<file path="config.mk">
export PLATFORM = sky130hd
export DESIGN_NAME = vco_band_cal
export DESIGN_NICKNAME = d
export VERILOG_FILES = /design/src/design/band_cal_pkg.sv /design/src/design/sync3.sv /design/src/design/vco_band_cal.sv
export SDC_FILE = /design/constraint.sdc
export NUM_CORES = 1
export LEC_CHECK = 0
export ABC_AREA = 1
export BUFFER_PORTS_ARGS = -buffer_cell sky130_fd_sc_hd__buf_2
export CAP_MARGIN = 0
export CORE_ASPECT_RATIO = 1.2
export CORE_UTILIZATION = 30
export DETAILED_ROUTE_END_ITERATION = 6
export MAX_ROUTING_LAYER = met4
export PLACE_DENSITY = 0.55
export SLEW_MARGIN = 10
export SYNTH_ARGS = -nofsm -noshare
export SYNTH_HDL_FRONTEND = slang
export SYNTH_HIERARCHICAL = 1
export SYNTH_SLANG_ARGS = --single-unit
</file>
<file path="constraint.sdc">
create_clock -name clock -period 4.3 [get_ports clock]
set_input_delay 0.43 -clock clock [delete_from_list [all_inputs] [get_ports clock]]
set_output_delay 0.43 -clock clock [all_outputs]
set_load 0.1 [all_outputs]
</file>
<file path="src/design/band_cal_pkg.sv">
// package: register map, field layout, timing for the band calibration block
package band_cal_pkg;
    // register byte offsets
    localparam logic [7:0] OFF_CTRL = 8'h00;
    localparam logic [7:0] OFF_BANK1 = 8'h04;
    localparam logic [7:0] OFF_BANK2 = 8'h08;
    localparam logic [7:0] OFF_READBACK = 8'h0C;
    localparam logic [7:0] OFF_GPO = 8'h10;
    localparam logic [7:0] OFF_ISTAT = 8'h14;
    localparam logic [7:0] OFF_IMASK = 8'h18;
    localparam logic [7:0] OFF_SHARE = 8'h1C;
    // control register fields
    localparam int CTRL_RELOCK = 0;
    localparam int CTRL_KEEPALIVE = 3;
    localparam int CTRL_LODIV_LSB = 8;
    localparam int CTRL_WARMUP_LSB = 16;
    localparam logic [31:0] CTRL_RESET = 32'h0000_0000;
    // interrupt status bits
    localparam int EV_DONE = 0;
    localparam int EV_FAIL = 1;
    // band limits
    localparam int NUM_BANDS = 128;
    localparam logic [6:0] BAND_LOW = 7'h00;
    localparam logic [6:0] BAND_HIGH = 7'h7F;
    localparam logic [6:0] BAND_MID = 7'h40;
    localparam int NUM_OSC = 3;
    localparam int LODIV_MAX = 32;
    // warm-up: field value times one step
    localparam int WARMUP_STEP_NS = 1000;
    localparam int CLK_NS = 25;
    localparam int WARMUP_STEP_CYC = (WARMUP_STEP_NS + CLK_NS - 1) / CLK_NS;
    // oscillator settling per band step
    localparam int SETTLE_NS = 200;
    localparam int SETTLE_CYC = (SETTLE_NS + CLK_NS - 1) / CLK_NS;
    localparam int NUM_GPO = 6;
    localparam int NUM_DEV = 4;
    localparam logic [1:0] BRESP_OK = 2'h0;
    localparam logic [1:0] BRESP_ERR = 2'h2;
endpackage

</file>
<file path="src/design/sync3.sv">
// three-stage pin synchroniser; change accepted when stages two and three agree
`timescale 1ns/1ps
module sync3 (
    // clock and reset
    input wire logic clock,
    input wire logic rst,
    // pin in, filtered level out
    input wire logic pinIn,
    output logic levelOut
);
    logic s1_r, s2_r, s3_r, lvl_r;
    logic lvl_nxt;

    always_comb begin
        lvl_nxt = lvl_r;
        if (s2_r == s3_r) begin
            lvl_nxt = s3_r;
        end
    end

    always_ff @(posedge clock) begin
        if (rst) begin
            s1_r <= 1'b0;
            s2_r <= 1'b0;
            s3_r <= 1'b0;
            lvl_r <= 1'b0;
        end else begin
            s1_r <= pinIn;
            s2_r <= s1_r;
            s3_r <= s2_r;
            lvl_r <= lvl_nxt;
        end
    end

    assign levelOut = lvl_r;
endmodule

</file>
<file path="src/design/vco_band_cal.sv">
// top: oscillator and coarse band calibration control with AXI4-Lite regs
//
// Local design decisions: the placing of the registers and the AXI4-Lite slave port.
`timescale 1ns/1ps
module vco_band_cal
    import band_cal_pkg::*;
#(
    parameter int WARMUP_W = 8
) (
    // clock and reset
    input wire logic clock,
    input wire logic rst,
    // AXI4-Lite slave
    input wire logic [7:0] s_axi_awaddr,
    input wire logic s_axi_awvalid,
    output logic s_axi_awready,
    input wire logic [31:0] s_axi_wdata,
    input wire logic [3:0] s_axi_wstrb,
    input wire logic s_axi_wvalid,
    output logic s_axi_wready,
    output logic [1:0] s_axi_bresp,
    output logic s_axi_bvalid,
    input wire logic s_axi_bready,
    input wire logic [7:0] s_axi_araddr,
    input wire logic s_axi_arvalid,
    output logic s_axi_arready,
    output logic [31:0] s_axi_rdata,
    output logic [1:0] s_axi_rresp,
    output logic s_axi_rvalid,
    input wire logic s_axi_rready,
    // device pins
    input wire logic powerUpPin,
    input wire logic bankSelectPin,
    input wire logic [1:0] deviceAddrPin,
    // oscillator comparator: high while oscillator runs below target
    input wire logic oscBelowTarget,
    input wire logic lockDetect,
    // analog controls
    output logic [1:0] oscSelect,
    output logic [6:0] bandSelect,
    output logic pllAcquire,
    output logic refPowered,
    output logic corePowered,
    output logic [5:0] loDivRatio,
    output logic [NUM_GPO-1:0] generalOutput,
    output logic irq
);
    typedef enum {ST_OFF, ST_WARM, ST_IDLE, ST_OSC, ST_BAND, ST_LOCK} st_t;

    // ****************************************
    // pin synchronisers
    // ****************************************
    logic enLvl, bankLvl;
    sync3 uEn (.clock(clock), .rst(rst), .pinIn(powerUpPin),
        .levelOut(enLvl));
    sync3 uBank (.clock(clock), .rst(rst), .pinIn(bankSelectPin),
        .levelOut(bankLvl));

    // ****************************************
    // registers
    // ****************************************
    logic [31:0] ctrl_r, ctrl_nxt, bank1_r, bank1_nxt, bank2_r, bank2_nxt;
    logic [31:0] gpo_r, gpo_nxt;
    logic [1:0] ist_r, ist_nxt, imask_r, imask_nxt;
    logic [1:0] share_r, share_nxt;
    logic awHeld_r, awHeld_nxt, wHeld_r, wHeld_nxt;
    logic [7:0] awA_r, awA_nxt;
    logic [31:0] wD_r, wD_nxt;
    logic [3:0] wS_r, wS_nxt;
    logic bv_r, bv_nxt, rv_r, rv_nxt;
    logic [1:0] br_r, br_nxt, rr_r, rr_nxt;
    logic [31:0] rd_r, rd_nxt;
    logic irq_r, irq_nxt;
    logic [NUM_GPO-1:0] gpoOut_r, gpoOut_nxt;
    logic [5:0] lodiv_r, lodiv_nxt;
    // handshake readies and status pins leave the block from flops
    logic awRdy_r, awRdy_nxt, wRdy_r, wRdy_nxt, arRdy_r, arRdy_nxt;
    logic acq_r, acq_nxt, refOn_r, refOn_nxt;

    // calibration state
    st_t st_r, st_nxt;
    logic [1:0] osc_r, osc_nxt;
    logic [6:0] band_r, band_nxt, res_r, res_nxt;
    logic fail_r, fail_nxt, en_d_r, warmed_r, warmed_nxt;
    logic [WARMUP_W+15:0] wcnt_r, wcnt_nxt;
    logic [7:0] scnt_r, scnt_nxt;
    logic evDone, evFail;

    logic doWrite, selMe, relockReq;
    logic [31:0] bankAct, wmask;
    assign doWrite = awHeld_r && wHeld_r && !bv_r;
    // shared bus: with share bit 0 set, a device only applies writes tagged with its own address; every write is answered
    assign selMe = (wD_r[31:30] == deviceAddrPin)
        || share_r[0] == 1'b0;
    assign relockReq = doWrite && selMe && awA_r == OFF_CTRL && wS_r[0]
        && wD_r[CTRL_RELOCK];
    assign bankAct = bankLvl ? bank2_r : bank1_r;
    always_comb begin
        for (int i = 0; i < 32; i++) begin
            wmask[i] = wS_r[i/8];
        end
    end

    always_comb begin
        awHeld_nxt = awHeld_r;
        awA_nxt = awA_r;
        wHeld_nxt = wHeld_r;
        wD_nxt = wD_r;
        wS_nxt = wS_r;
        bv_nxt = bv_r && !s_axi_bready;
        br_nxt = br_r;
        rv_nxt = rv_r && !s_axi_rready;
        rr_nxt = rr_r;
        rd_nxt = rd_r;
        ctrl_nxt = ctrl_r;
        ctrl_nxt[CTRL_RELOCK] = 1'b0; // self-clearing
        bank1_nxt = bank1_r;
        bank2_nxt = bank2_r;
        gpo_nxt = gpo_r;
        imask_nxt = imask_r;
        share_nxt = share_r;
        ist_nxt = ist_r;
        if (s_axi_awvalid && !awHeld_r) begin
            awHeld_nxt = 1'b1;
            awA_nxt = {s_axi_awaddr[7:2], 2'b00};
        end
        if (s_axi_wvalid && !wHeld_r) begin
            wHeld_nxt = 1'b1;
            wD_nxt = s_axi_wdata;
            wS_nxt = s_axi_wstrb;
        end
        if (doWrite) begin
            awHeld_nxt = 1'b0;
            wHeld_nxt = 1'b0;
            bv_nxt = 1'b1;
            br_nxt = BRESP_OK;
            if (selMe) begin
                case (awA_r)
                    OFF_CTRL: ctrl_nxt = (ctrl_r & ~wmask) | (wD_r & wmask);
                    OFF_BANK1: bank1_nxt = (bank1_r & ~wmask) | (wD_r & wmask);
                    OFF_BANK2: bank2_nxt = (bank2_r & ~wmask) | (wD_r & wmask);
                    OFF_GPO: gpo_nxt = (gpo_r & ~wmask) | (wD_r & wmask);
                    OFF_ISTAT: ist_nxt = ist_r & ~wD_r[1:0];
                    OFF_IMASK: imask_nxt = wD_r[1:0];
                    OFF_SHARE: share_nxt = wD_r[1:0];
                    OFF_READBACK: ;
                    default: br_nxt = BRESP_ERR;
                endcase
                ctrl_nxt[CTRL_RELOCK] = 1'b0;
            end
        end
        // set wins over a write-one clear in the same cycle
        if (evDone) begin
            ist_nxt[EV_DONE] = 1'b1;
        end
        if (evFail) begin
            ist_nxt[EV_FAIL] = 1'b1;
        end
        if (s_axi_arvalid && !rv_r) begin
            rv_nxt = 1'b1;
            rr_nxt = BRESP_OK;
            case ({s_axi_araddr[7:2], 2'b00})
                OFF_CTRL: rd_nxt = ctrl_r;
                OFF_BANK1: rd_nxt = bank1_r;
                OFF_BANK2: rd_nxt = bank2_r;
                OFF_READBACK: rd_nxt = {21'h0, lockDetect, fail_r, osc_r,
                    res_r};
                OFF_GPO: rd_nxt = gpo_r;
                OFF_ISTAT: rd_nxt = {30'h0, ist_r};
                OFF_IMASK: rd_nxt = {30'h0, imask_r};
                OFF_SHARE: rd_nxt = {30'h0, share_r};
                default: begin
                    rd_nxt = 32'h0000_0000;
                    rr_nxt = BRESP_ERR;
                end
            endcase
        end
        irq_nxt = |(ist_nxt & imask_nxt);
        // readies mirror the held flags one edge ahead, so timing is unchanged
        awRdy_nxt = !awHeld_nxt;
        wRdy_nxt = !wHeld_nxt;
        arRdy_nxt = !rv_nxt;
        // divider field 0..31 means ratio 1..32
        lodiv_nxt = {1'b0, ctrl_r[CTRL_LODIV_LSB +: 5]} + 6'h01;
        // bit 8+g for output g picks internal lock instead of the driven level
        for (int g = 0; g < NUM_GPO; g++) begin
            gpoOut_nxt[g] = gpo_r[8+g] ? lockDetect : gpo_r[g];
        end
    end

    // ****************************************
    // calibration sequencer
    // ****************************************
    logic keep, enRise, runAllowed;
    assign keep = ctrl_r[CTRL_KEEPALIVE];
    assign enRise = enLvl && !en_d_r;
    assign runAllowed = enLvl || keep;

    always_comb begin
        st_nxt = st_r;
        osc_nxt = osc_r;
        band_nxt = band_r;
        res_nxt = res_r;
        fail_nxt = fail_r;
        warmed_nxt = warmed_r;
        wcnt_nxt = wcnt_r;
        scnt_nxt = scnt_r;
        evDone = 1'b0;
        evFail = 1'b0;
        case (st_r)
            ST_OFF: begin
                warmed_nxt = 1'b0;
                if (runAllowed) begin
                    st_nxt = ST_WARM;
                    wcnt_nxt = (WARMUP_W+16)'(ctrl_r[CTRL_WARMUP_LSB +:
                        WARMUP_W]) * (WARMUP_W+16)'(WARMUP_STEP_CYC);
                end
            end
            ST_WARM: begin
                if (wcnt_r != '0) begin
                    wcnt_nxt = wcnt_r - 1'b1;
                end else begin
                    warmed_nxt = 1'b1;
                    st_nxt = ST_IDLE;
                end
            end
            ST_IDLE: begin
                if (enRise || (relockReq && enLvl)) begin
                    st_nxt = ST_OSC;
                end
            end
            ST_OSC: begin
                osc_nxt = (bankAct[1:0] > 2'(NUM_OSC-1)) ? 2'(NUM_OSC-1)
                    : bankAct[1:0];
                band_nxt = BAND_LOW;
                scnt_nxt = 8'(SETTLE_CYC);
                st_nxt = ST_BAND;
            end
            ST_BAND: begin
                if (scnt_r != 8'h00) begin
                    scnt_nxt = scnt_r - 8'h01;
                end else if (oscBelowTarget || band_r == BAND_HIGH) begin
                    res_nxt = band_r;
                    fail_nxt = (band_r == BAND_LOW) ||
                        (band_r == BAND_HIGH);
                    evDone = 1'b1;
                    evFail = (band_r == BAND_LOW) || (band_r == BAND_HIGH);
                    st_nxt = ST_LOCK;
                end else begin
                    band_nxt = band_r + 7'h01;
                    scnt_nxt = 8'(SETTLE_CYC);
                end
            end
            ST_LOCK: begin
                if (relockReq && enLvl) begin
                    st_nxt = ST_OSC;
                end
            end
            default: st_nxt = ST_OFF;
        endcase
        if (st_r != ST_OFF && !runAllowed) begin
            st_nxt = ST_OFF;
        end else if ((st_r == ST_LOCK || st_r == ST_OSC || st_r == ST_BAND)
            && !enLvl) begin
            st_nxt = ST_IDLE;
        end
        if (rst) begin
            st_nxt = ST_OFF;
        end
        acq_nxt = (st_nxt == ST_LOCK);
        refOn_nxt = (st_nxt != ST_OFF);
    end

    always_ff @(posedge clock) begin
        if (rst) begin
            awHeld_r <= 1'b0;
            awA_r <= 8'h00;
            wHeld_r <= 1'b0;
            wD_r <= 32'h0000_0000;
            wS_r <= 4'h0;
            bv_r <= 1'b0;
            br_r <= 2'h0;
            rv_r <= 1'b0;
            rr_r <= 2'h0;
            rd_r <= 32'h0000_0000;
            ctrl_r <= CTRL_RESET;
            bank1_r <= 32'h0000_0000;
            bank2_r <= 32'h0000_0000;
            gpo_r <= 32'h0000_0000;
            ist_r <= 2'h0;
            imask_r <= 2'h0;
            share_r <= 2'h0;
            irq_r <= 1'b0;
            gpoOut_r <= '0;
            lodiv_r <= 6'h01;
            st_r <= ST_OFF;
            osc_r <= 2'h0;
            band_r <= BAND_MID;
            res_r <= 7'h00;
            fail_r <= 1'b0;
            warmed_r <= 1'b0;
            wcnt_r <= '0;
            scnt_r <= 8'h00;
            en_d_r <= 1'b0;
            awRdy_r <= 1'b1;
            wRdy_r <= 1'b1;
            arRdy_r <= 1'b1;
            acq_r <= 1'b0;
            refOn_r <= 1'b0;
        end else begin
            awHeld_r <= awHeld_nxt;
            awA_r <= awA_nxt;
            wHeld_r <= wHeld_nxt;
            wD_r <= wD_nxt;
            wS_r <= wS_nxt;
            bv_r <= bv_nxt;
            br_r <= br_nxt;
            rv_r <= rv_nxt;
            rr_r <= rr_nxt;
            rd_r <= rd_nxt;
            ctrl_r <= ctrl_nxt;
            bank1_r <= bank1_nxt;
            bank2_r <= bank2_nxt;
            gpo_r <= gpo_nxt;
            ist_r <= ist_nxt;
            imask_r <= imask_nxt;
            share_r <= share_nxt;
            irq_r <= irq_nxt;
            gpoOut_r <= gpoOut_nxt;
            lodiv_r <= lodiv_nxt;
            st_r <= st_nxt;
            osc_r <= osc_nxt;
            band_r <= band_nxt;
            res_r <= res_nxt;
            fail_r <= fail_nxt;
            warmed_r <= warmed_nxt;
            wcnt_r <= wcnt_nxt;
            scnt_r <= scnt_nxt;
            en_d_r <= enLvl;
            awRdy_r <= awRdy_nxt;
            wRdy_r <= wRdy_nxt;
            arRdy_r <= arRdy_nxt;
            acq_r <= acq_nxt;
            refOn_r <= refOn_nxt;
        end
    end

    assign s_axi_awready = awRdy_r;
    assign s_axi_wready = wRdy_r;
    assign s_axi_bvalid = bv_r;
    assign s_axi_bresp = br_r;
    assign s_axi_arready = arRdy_r;
    assign s_axi_rvalid = rv_r;
    assign s_axi_rdata = rd_r;
    assign s_axi_rresp = rr_r;
    assign oscSelect = osc_r;
    assign bandSelect = band_r;
    assign pllAcquire = acq_r;
    assign refPowered = refOn_r;
    assign corePowered = warmed_r;
    assign loDivRatio = lodiv_r;
    assign generalOutput = gpoOut_r;
    assign irq = irq_r;

    // ****************************************
    // assertions
    // ****************************************
    property p_fail_flag;
        @(posedge clock) disable iff (rst)
        (st_r == ST_BAND && st_nxt == ST_LOCK) |=>
            fail_r == (res_r == BAND_LOW || res_r == BAND_HIGH);
    endproperty
    a_fail_flag: assert property (p_fail_flag)
        else $error("fail flag disagrees with band result");

    property p_success;
        @(posedge clock) disable iff (rst)
        ($rose(pllAcquire) && res_r > 7'h00 && res_r < 7'h7F) |-> !fail_r;
    endproperty
    a_success: assert property (p_success)
        else $error("mid band reported as failure");

    property p_start;
        @(posedge clock) disable iff (rst)
        (st_r == ST_IDLE && enRise && runAllowed) |=> st_r == ST_OSC;
    endproperty
    a_start: assert property (p_start)
        else $error("calibration did not start on power-up rise");

    property p_lock_after;
        @(posedge clock) disable iff (rst)
        $rose(pllAcquire) |-> $past(st_r) == ST_BAND;
    endproperty
    a_lock_after: assert property (p_lock_after)
        else $error("lock acquire before band chosen");

    property p_pdown;
        @(posedge clock) disable iff (rst)
        (!enLvl && !keep) |=> !refPowered;
    endproperty
    a_pdown: assert property (p_pdown)
        else $error("no power-down with pin and keep-alive low");

    property p_lodiv;
        @(posedge clock) disable iff (rst)
        1'b1 |=> loDivRatio >= 6'h01 && loDivRatio <= 6'(LODIV_MAX);
    endproperty
    a_lodiv: assert property (p_lodiv)
        else $error("divider out of range");

    property p_band_step;
        @(posedge clock) disable iff (rst)
        (st_r == ST_BAND && st_nxt == ST_BAND && band_nxt != band_r) |=>
            band_r == $past(band_r) + 7'h01;
    endproperty
    a_band_step: assert property (p_band_step)
        else $error("band did not step by one");

    property p_standby;
        @(posedge clock) disable iff (rst)
        (keep && st_r == ST_IDLE && !enLvl) |=> refPowered;
    endproperty
    a_standby: assert property (p_standby)
        else $error("reference dropped in standby");

    property p_osc;
        @(posedge clock) disable iff (rst)
        1'b1 |-> oscSelect <= 2'(NUM_OSC-1);
    endproperty
    a_osc: assert property (p_osc)
        else $error("invalid oscillator index");

    c_done: cover property (@(posedge clock) disable iff (rst)
        $rose(pllAcquire) && !fail_r);
    c_fail: cover property (@(posedge clock) disable iff (rst)
        $rose(fail_r));
    c_relock: cover property (@(posedge clock) disable iff (rst)
        st_r == ST_LOCK && relockReq);
endmodule

</file>
==> flow_metrics.env, run 1 <==
export IMPL_synth_top_family_by_area="compound AO/OA/AOI/OAI gates"
export IMPL_vias=11700
export IMPL_status="finished, violations left"
export IMPL_yosys_cell_types_count=50
export IMPL_gr_total_overflow=0
export IMPL_power_density_nw_per_um2=423
export IMPL_timing_fmax_ghz=0.404
export IMPL_setup_tns_final_ps=0
export IMPL_pre_cts_slack_ps=1720
export IMPL_switching_power_mw=1.53
export IMPL_irDropWorstVdd_mv=0.240
export IMPL_fin_crit_ps=2480
export IMPL_synthSimpleGateAreaFrac_pct=18.9
export IMPL_post_cts_buffers=0
export IMPL_grt_max_degree=91
export IMPL_hold_path_class="in -> reg"
export IMPL_pwr_share_clk_pct=48.2
export IMPL_p_comb_share_pct=4.8
export IMPL_drtAntennaViolNets=0
export IMPL_initial_utilization_pct=30.5
export IMPL_required_ps=4680
export IMPL_nFillCells=4605
export IMPL_criticalPathCategory="reg -> reg"
export IMPL_synth_edf_count=0
export IMPL_synth_most_common_cell="dfxtp_1"
export IMPL_setup_viol=0
export IMPL_grt_pass1_vias=10900
export IMPL_insertion_delay_ps=520
export IMPL_syn_area_um2=13100
export IMPL_synth_seq_cells=322
export IMPL_worstSetupStartpointType="flip-flop"
export IMPL_cts_root_buffer="clkbuf_16"
export IMPL_grt_pass1_wl_um=57700
export IMPL_post_route_util_pct=36.2
export IMPL_yosysSeqAreaShare_pct=49.1
export IMPL_die_w_um=193
export IMPL_post_cts_resize_count=0
export IMPL_postLayoutSetupSlackWorst_ps=1820
export IMPL_cts_tree="built"
export IMPL_drc=5
export IMPL_slew_violations=0
export IMPL_drt_iter0_drc=687
export IMPL_fin_worst_skew_ps=20.4
export IMPL_r2r_end="refPowered"
export IMPL_avgSynthCellArea_um2=7.53
export IMPL_dieArea_um2=44600
export IMPL_wl_per_cell_um=15.1
export IMPL_yosysWarnings=6
export IMPL_worst_path_max_fanout=32
export IMPL_multi_input_area_um2=5720
export IMPL_power_internal_mw=5.05
export IMPL_power_leakage_nw=6.34
export IMPL_final_nets=1961
export IMPL_place_congestion=0.848
export IMPL_synth_top_area_cell="dfxtp_1"
export IMPL_numCtsBuffers=37
export IMPL_via_per_inst=4.75
export IMPL_worstMarginPinSlew_ps=959
export IMPL_end_kind="flip-flop"
export IMPL_ioPinCount=131
export IMPL_violations="DRC"
export IMPL_max_cap_violations=0
export IMPL_hold_viol=0
export IMPL_regArea_um2=6450
export IMPL_finalCritPeriodShare_pct=57.6
export IMPL_coreArea_um2=43000
export IMPL_antenna_found_initial=2
export IMPL_holdBufCountCts=0
export IMPL_r2r_start="wcnt_r[0]"
export IMPL_synthArstFlopShare_pct=0
export IMPL_track_usage_pct=16.9
export IMPL_num_rows=83
export IMPL_r2r_cells=11
export IMPL_routed_wirelength_um=37000
export IMPL_syn2layout_area_growth_pct=18.7
export IMPL_synth_area_mux_share_pct=0
export IMPL_port_buffers=124
export IMPL_switching_share_pct=23.3
export IMPL_ys_top_cells_by_area="dfxtp_1 (49%), a21oi_1 (8.6%), nand2_1 (8.3%)"
export IMPL_synth_xor_area_share_pct=0.667
export IMPL_synth_fa_ha_area_share_pct=1.87
export IMPL_p_total_mw=6.59
export IMPL_synth_compound_area_share_pct=21.2
export IMPL_die_h_um=231
export IMPL_clk_path_buf_depth=3
export IMPL_dp_final_hpwl_um=25600
export IMPL_min_from="powerUpPin"
export IMPL_drive_above_1_share_pct=12.1
export IMPL_cp_arrival_ps=2850
export IMPL_htreeDepth=2
export IMPL_rsz0062_at_grt="no"
export IMPL_maxSlewHeadroom_pct=36.0
export IMPL_rrSetupSlack_ps=1820
export IMPL_p_seq_share_pct=47.0
export IMPL_cts_clk_slew_worst_paths_ps=60
export IMPL_whs_endpoint="uEn/s1_r"
export IMPL_cts_sinks=322
export IMPL_hold_depth=3
export IMPL_ys_flop_type="dfxtp_1"
export IMPL_yosys_top_cells_count="dfxtp_1 (322), nand2_1 (289), a21oi_1 (225)"
export IMPL_synth_top_area_share_pct=49.1
export IMPL_dr_pass1_iters=7
export IMPL_synthCells=1743
how the worst max path moves through the flow:
| stage | start | endpoint | slack (ps) | cells past startpoint |
|---|---|---|---|---|
| after floorplan | bandSelect[1] | res_r[1] | 1880 | 10 |
| after global placement | deviceAddrPin[0] | flip-flop | 1710 | 11 |
| after detailed placement | s_axi_araddr[7] | s_axi_rdata[20] | 1720 | 9 |
| after CTS | wcnt_r[0] | refPowered | 1810 | 11 |
| after global routing | wcnt_r[0] | refPowered | 1580 | 11 |
| final | wcnt_r[0] | refPowered | 1820 | 11 |
power groups by stage:
stage	combinational, mW	clock, mW	sequential, mW
floorplan	0.174	0	3.18
global placement	0.316	0	3.16
detailed placement	0.320	0	3.16
CTS	0.321	3.25	3.09
global route	0.354	3.37	3.10
finish	0.317	3.18	3.10
critical path, cell delays in order (launching register included):
cell and delay, ps:
dfxtp_1 330, inv_1 140, ha_1 220, nand2_1 130, nor2_2 240, nand3_1 180
nand3_1 130, nand2_2 350, nor3_1 300, nand2_1 120, nand2_1 100, nand3_1 110
through the flow:
step | hold WS (ps) | std cells | area (µm²)
2_1_floorplan | 384 | 1773 | 13200
3_3_place_gp | 397 | 2390 | 14400
3_5_place_dp | 396 | 2390 | 14400
4_1_cts | 93.8 | 2455 | 15600
5_1_grt | 121 | 2457 | 15600
6_report | 111 | 2457 | 15600
cell families (layout without fill, tap and decap cells):
logic type | after synthesis | after routing
xor+xnor | 10 | 10
buf+inv | 279 | 409
flops | 322 | 322
compound gates | 517 | 517
simple gates | 595 | 595
other cells | 1 | 33
fa+ha+maj | 19 | 19
cell usage in the layout, fill, tap and decap left out, types with 6 or more instances in the layout:
| master | n |
|---|---|
| nand4_1 | 8 |
| ha_1 | 18 |
| o21ai_0 | 210 |
| nor2_1 | 189 |
| clkbuf_16 | 39 |
| a31oi_1 | 10 |
| clkbuf_1 | 9 |
| nand2_1 | 288 |
| nand2_2 | 7 |
| inv_2 | 7 |
| buf_4 | 10 |
| a22oi_1 | 10 |
| buf_2 | 123 |
| nand3_1 | 53 |
| inv_1 | 198 |
| o22ai_1 | 27 |
| conb_1 | 31 |
| a22o_1 | 10 |
| dfxtp_1 | 322 |
| nor2_2 | 13 |
| nor3_1 | 18 |
| xor2_1 | 6 |
| a21oi_1 | 225 |
routing by layer:
layer  wire (µm)  part of all wire [%]  global-route usage [%]
met5           0                     0                       -
met4        1160                   3.1                    6.30
met3        1600                   4.3                    2.51
met2       17100                    46                    27.1
met1       17200                    46                    21.5
cell type report:
cell class,count,area share (%)
antenna,2,0.0321
clock buffer,53,6.92
clock inverter,12,0.947
inverter,210,5.07
multi-input combinational,1172,36.7
sequential,322,41.4
tap,552,4.43
timing repair buffer,134,4.56
Power figures use the tool's default switching activity.
==> run 2, diff against run 1 <==
Settings changed: ABC_AREA 1 to 0, PLACE_DENSITY 0.55 to 0.57.
Clock period 4.3 ns to 2.1 ns, I/O delays scaled along.
==> run 2 against run 1 <==
Effect of this change: the flow finishes with violations (DRC, setup timing); critical endpoint unchanged; critical path type unchanged; utilization increased by 8.8 points; clock power increased by 93%; die area decreased by 0.40%; largest power group is now sequential cells.
==> flow_metrics.env, run 2 <==
export IMPL_clk_path_buf_depth=3
export IMPL_diodes=0
export IMPL_cp_arrival_ps=2770
export IMPL_synth_edf_count=0
export IMPL_ys_top_cells_by_area="dfxtp_1 (49%), a21oi_1 (8.4%), nand2_1 (7.2%)"
export IMPL_cts_clk_slew_worst_paths_ps=60
export IMPL_ys_flop_type="dfxtp_1"
export IMPL_mostFrequentLayoutCell="dfxtp_1"
export IMPL_yosys_cell_types_count=72
export IMPL_required_ps=2530
export IMPL_setup_viol=138
export IMPL_coreArea_um2=42900
export IMPL_cts_root_buffer="clkbuf_16"
export IMPL_irDropWorstVdd_mv=0.474
export IMPL_dr_pass1_iters=7
export IMPL_drc=14
export IMPL_port_buffers=124
export IMPL_avgSynthCellArea_um2=8.39
export IMPL_routed_wirelength_um=43000
export IMPL_pre_cts_slack_ps=-222
export IMPL_cts_sinks=322
export IMPL_criticalPathCategory="reg -> reg"
export IMPL_synth_most_common_cell="dfxtp_1"
export IMPL_violations="DRC, setup timing"
export IMPL_drt_iter0_drc=696
export IMPL_insertion_delay_ps=530
export IMPL_whs_ps=43.2
export IMPL_postLayoutSetupSlackWorst_ps=-240
export IMPL_final_cell_mix="dfxtp_1 (306), a21oi_1 (151), nand2_1 (141), buf_4 (136), buf_2 (123)"
export IMPL_wl_met3_um=2270
export IMPL_syn2layout_area_growth_pct=47.6
export IMPL_place_congestion=0.870
export IMPL_worstSetupStartpointType="flip-flop"
export IMPL_hold_viol=0
export IMPL_nFillCells=4136
export IMPL_worst_path_max_fanout=2
export IMPL_initial_utilization_pct=30.5
export IMPL_multi_input_area_um2=7940
export IMPL_synth_seq_cells=322
export IMPL_power_leakage_nw=6.95
export IMPL_slew_violations=0
export IMPL_die_w_um=193
export IMPL_drtAntennaViolNets=0
export IMPL_fin_worst_skew_ps=14.3
export IMPL_grt_pass1_vias=11900
export IMPL_grt_max_degree=117
export IMPL_gr_total_overflow=0
export IMPL_yosys_top_cells_count="dfxtp_1 (322), nand2_1 (251), a21oi_1 (219)"
export IMPL_wl_met2_um=20700
export IMPL_setup_tns_final_ps=-20790
export IMPL_num_rows=83
export IMPL_ioPinCount=131
export IMPL_via_per_inst=5.22
export IMPL_fin_crit_ps=2340
export IMPL_grt_pass1_wl_um=64000
export IMPL_drive_above_1_share_pct=37.1
export IMPL_syn_area_um2=13100
export IMPL_hold_path_class="in -> reg"
export IMPL_end_kind="flip-flop"
export IMPL_die_h_um=231
export IMPL_place_inst=2308
export IMPL_regArea_um2=6470
export IMPL_dp_final_hpwl_um=28400
export IMPL_cts_tree="built"
export IMPL_numCtsBuffers=35
export IMPL_timing_fmax_ghz=0.427
export IMPL_htreeDepth=2
export IMPL_fin_cells=2446
export IMPL_rsz0062_at_grt="yes"
export IMPL_finalCritPeriodShare_pct=111
export IMPL_maxSlewHeadroom_pct=6.62
export IMPL_vias=12800
export IMPL_synth_top_area_cell="dfxtp_1"
export IMPL_track_usage_pct=18.7
export IMPL_wl_met1_um=18400
export IMPL_final_nets=1954
export IMPL_antenna_found_initial=1
export IMPL_yosysSeqAreaShare_pct=49.3
export IMPL_synth_top_area_share_pct=49.3
export IMPL_synthArstFlopShare_pct=0
export IMPL_status="finished, violations left"
export IMPL_p_total_mw=13.8
export IMPL_worstMarginPinSlew_ps=1400
export IMPL_dieArea_um2=44400
export IMPL_top_layer="met4"
export IMPL_yosysWarnings=6
export IMPL_synthCells=1559
export IMPL_wl_per_cell_um=17.6
export IMPL_power_density_nw_per_um2=713
export IMPL_max_cap_violations=0
[run 2: cell count changes after synthesis, moves of 16 or more]
| cell | change |
|---|---|
| nand2_1 | -38 |
| nor2b_1 | +16 |
| nand3_1 | +91 |
| o22ai_1 | -25 |
| mux2i_1 | +24 |
| nor2_1 | -112 |
| a22oi_1 | +34 |
| inv_1 | -178 |
| clkbuf_1 | +56 |
| o21ai_0 | -150 |
[run 2: critical path, stage by stage (launching register included)]
cell      delay, ps
dfxtp_2         320
or3_4           380
or2_4           240
or4_4           420
or4_4           410
a2111o_1        390
o311ai_1         90
[run 2: path summary, 6_finish.rpt]
check	startpoint	to	slack, ps	cells after the start
setup / recovery	awA_r[7]	refPowered	-240	6
hold / removal	rst	res_r[3]	40	2
setup reg to reg	awA_r[7]	refPowered	-240	6
hold reg to reg	flip-flop	flip-flop	450	2
[run 2: area by class of cell]
type | instances | area share [%]
multi-input combinational | 1132 | 41.1
clock buffer | 47 | 5.19
timing repair buffer | 358 | 15.5
clock inverter | 14 | 0.713
tap | 552 | 3.58
inverter | 21 | 0.408
sequential | 322 | 33.5
[run 2: where the power goes]
group	switching, mW	internal (mW)	total (mW)
Combinational	0.854	0.350	1.20
Sequential	0.163	6.24	6.41
Clock	2.54	3.61	6.15
[run 2: cells by family after synthesis]
logic type | synth area share [%]
AND/OR/NAND/NOR | 22.6
AO/OA/AOI/OAI | 19.0
flip-flops | 49.3
buffers and inverters | 4.00
multiplexers | 1.92
XOR/XNOR | 1.34
adder cells (fa/ha/maj) | 1.88
other | 0.0287
[run 2: stage by stage]
stage	cell area, µm²	util, %
6_report	19300	45.0
2_1_floorplan	13300	-
5_1_grt	19300	45.0
3_5_place_dp	15500	36.2
4_1_cts	17400	40.5
3_3_place_gp	15500	36.2
[run 2: routing by layer]
layer	track usage [%]	vias up
met5	-	-
met4	6.69	0
met2	30.0	362
met3	3.06	102
li1	-	6187
met1	23.6	6121
[run 2: repair_timing]
item	in CTS	in global routing
endpoints found under the setup margin	138	177
endpoints found under the hold margin	51	0
resized for setup	44	390
buffers inserted	7	16
hold buffers	48	0
pin swaps	17	174
cloned	0	8
==> run 3, diff against run 2 <==
Settings changed: SKIP_LAST_GASP set to 1.
==> run 3 against run 2 <==
Effect of this change: the flow still finishes with violations (DRC, setup timing); sequential share of layout area decreased by 0.14 points; final cell count unchanged; fmax increased by 0.11%; worst setup slack improved by 2.6 ps; critical endpoint unchanged; non-clock buffer count unchanged; clock skew increased by 1.6 ps; largest power group unchanged.
==> flow_metrics.env, run 3 (synthesis gave the netlist of run 2 again) <==
export IMPL_slew_violations=0
export IMPL_end_kind="flip-flop"
export IMPL_worstSetupStartpointType="flip-flop"
export IMPL_mostFrequentLayoutCell="dfxtp_1"
export IMPL_cp_arrival_ps=2770
export IMPL_r2r_cells=6
export IMPL_port_buffers=124
export IMPL_maxSlewHeadroom_pct=17.6
export IMPL_power_density_nw_per_um2=710
export IMPL_final_cell_mix="dfxtp_1 (306), nand2_1 (155), a21oi_1 (139), buf_4 (136), buf_2 (123)"
export IMPL_fin_crit_ps=2340
export IMPL_required_ps=2530
export IMPL_drt_iter0_drc=744
export IMPL_diodes=0
export IMPL_dieArea_um2=44400
export IMPL_grt_pass1_wl_um=64000
export IMPL_drtAntennaViolNets=0
export IMPL_cts_tree="built"
export IMPL_worst_path_most_repeated_cell="or4_4"
export IMPL_cts_clk_slew_worst_paths_ps=60
export IMPL_violations="DRC, setup timing"
export IMPL_coreArea_um2=42900
export IMPL_antenna_found_initial=1
export IMPL_setup_viol=138
export IMPL_insertion_delay_ps=530
export IMPL_dr_pass1_iters=7
export IMPL_place_congestion=0.870
export IMPL_rrSetupSlack_ps=-240
export IMPL_place_inst=2308
export IMPL_hold_viol=0
export IMPL_r2r_end="refPowered"
export IMPL_r2r_start="awA_r[7]"
export IMPL_track_usage_pct=18.7
export IMPL_fin_worst_skew_ps=15.9
export IMPL_drc=14
export IMPL_min_from="rst"
export IMPL_max_cap_violations=0
export IMPL_syn2layout_area_growth_pct=48.3
export IMPL_worstPathCellList="or3_4 -> or2_4 -> or4_4 -> or4_4 -> a2111o_1 -> o311ai_1"
export IMPL_timing_fmax_ghz=0.428
export IMPL_status="finished, violations left"
export IMPL_initial_utilization_pct=30.5
export IMPL_p_total_mw=13.8
export IMPL_vias=12800
export IMPL_rsz0062_at_grt="yes"
export IMPL_power_leakage_nw=6.96
export IMPL_num_rows=83
export IMPL_routed_wirelength_um=43300
export IMPL_htreeDepth=2
export IMPL_finalCritPeriodShare_pct=111
export IMPL_worst_path_max_fanout=2
export IMPL_dp_final_hpwl_um=28400
export IMPL_criticalPathCategory="reg -> reg"
export IMPL_cts_sinks=322
export IMPL_critPathMaxStageDelay_ps=420
export IMPL_cts_root_buffer="clkbuf_16"
export IMPL_via_per_inst=5.21
export IMPL_die_h_um=231
export IMPL_gr_total_overflow=0
export IMPL_postLayoutSetupSlackWorst_ps=-238
export IMPL_worstMarginPinSlew_ps=1230
export IMPL_grt_pass1_vias=11900
export IMPL_whs_endpoint="res_r[0]"
export IMPL_numCtsBuffers=35
export IMPL_hold_depth=2
export IMPL_wl_per_cell_um=17.7
export IMPL_critPathSlowestCell="or4_4"
export IMPL_hold_path_class="in -> reg"
export IMPL_drive_above_1_share_pct=37.3
export IMPL_irDropWorstVdd_mv=0.475
export IMPL_ioPinCount=131
export IMPL_fin_cells=2446
export IMPL_clk_path_buf_depth=3
export IMPL_final_nets=1954
export IMPL_grt_max_degree=117
export IMPL_die_w_um=193
[run 3: cell count changes in the layout (fill, tap and decap cells not counted), moves of 2 or more]
| cell | previous run | this run |
|---|---|---|
| buf_8 | 6 | 9 |
| nand3_4 | 20 | 24 |
| nand2_1 | 141 | 155 |
| nand2_2 | 86 | 66 |
| a21oi_1 | 151 | 139 |
| a21oi_2 | 67 | 79 |
| buf_12 | 20 | 18 |
| nand3_2 | 41 | 45 |
| nand2_4 | 13 | 20 |
| nand3_1 | 83 | 75 |
[run 3: layout make-up]
type	instances	area, µm²
clock buffers	47	1000
flip-flops and latches	322	6470
multi-input cells	1132	8030
clock inverters	14	138
repair buffers	358	2980
well taps	552	691
inverters	21	78.8
fillers	4116	23500
[run 3: worst max-delay path: cells and delay by family (launching register included)]
family | cells | cell delay, ps
flip-flops | 1 | 320
AO/OA/AOI/OAI | 2 | 480
AND/OR/NAND/NOR | 4 | 1450
[run 3: report_power, final]
part | total (mW) | internal (mW) | leakage, nW | switching (mW)
registers | 6.41 | 6.24 | 2.63 | 0.166
logic | 1.21 | 0.350 | 3.76 | 0.858
clock network | 6.15 | 3.61 | 0.567 | 2.55
[run 3: stage by stage]
stage / hold WS (ps) / setup TNS (ps) / utilization (%) / cell area [µm²] / setup slack, ps
2_1_floorplan: 279 / -9590 / - / 13300 / -327
3_3_place_gp: 428 / -5060 / 36.2 / 15500 / -204
3_5_place_dp: 440 / -7320 / 36.2 / 15500 / -222
4_1_cts: 27.9 / -726 / 40.5 / 17400 / -232
5_1_grt: 45.3 / -29940 / 45.2 / 19400 / -319
6_report: 49.3 / -19610 / 45.2 / 19400 / -238
[run 3: repair_timing]
action / 4_1_cts / 5_1_grt
pin swaps: 16 / 172
resized for setup: 42 / 402
endpoints found under the hold margin: 51 / 0
gates cloned: 0 / 8
hold buffers: 48 / 0
setup buffers: 7 / 16
endpoints found under the setup margin: 138 / 177
[run 3: worst max path at each step]
stage | startpoint | endpoint | slack (ps) | cells after the start
finish | awA_r[7] | refPowered | -240 | 6
floorplan | s_axi_bvalid | refPowered | -330 | 7
detailed placement | awA_r[7] | refPowered | -220 | 6
global placement | awA_r[7] | refPowered | -200 | 6
CTS | awA_r[7] | refPowered | -230 | 6
global route | awA_r[7] | flip-flop | -320 | 12
[run 3: metal layers]
| metal | global-route usage (%) | routed length (µm) | vias to the layer above |
|---|---|---|---|
| met5 | - | 0 | - |
| met4 | 6.69 | 1370 | 0 |
| met3 | 3.06 | 2070 | 82 |
| met2 | 30.0 | 21300 | 316 |
| met1 | 23.6 | 18600 | 6171 |
| li1 | - | - | 6183 |
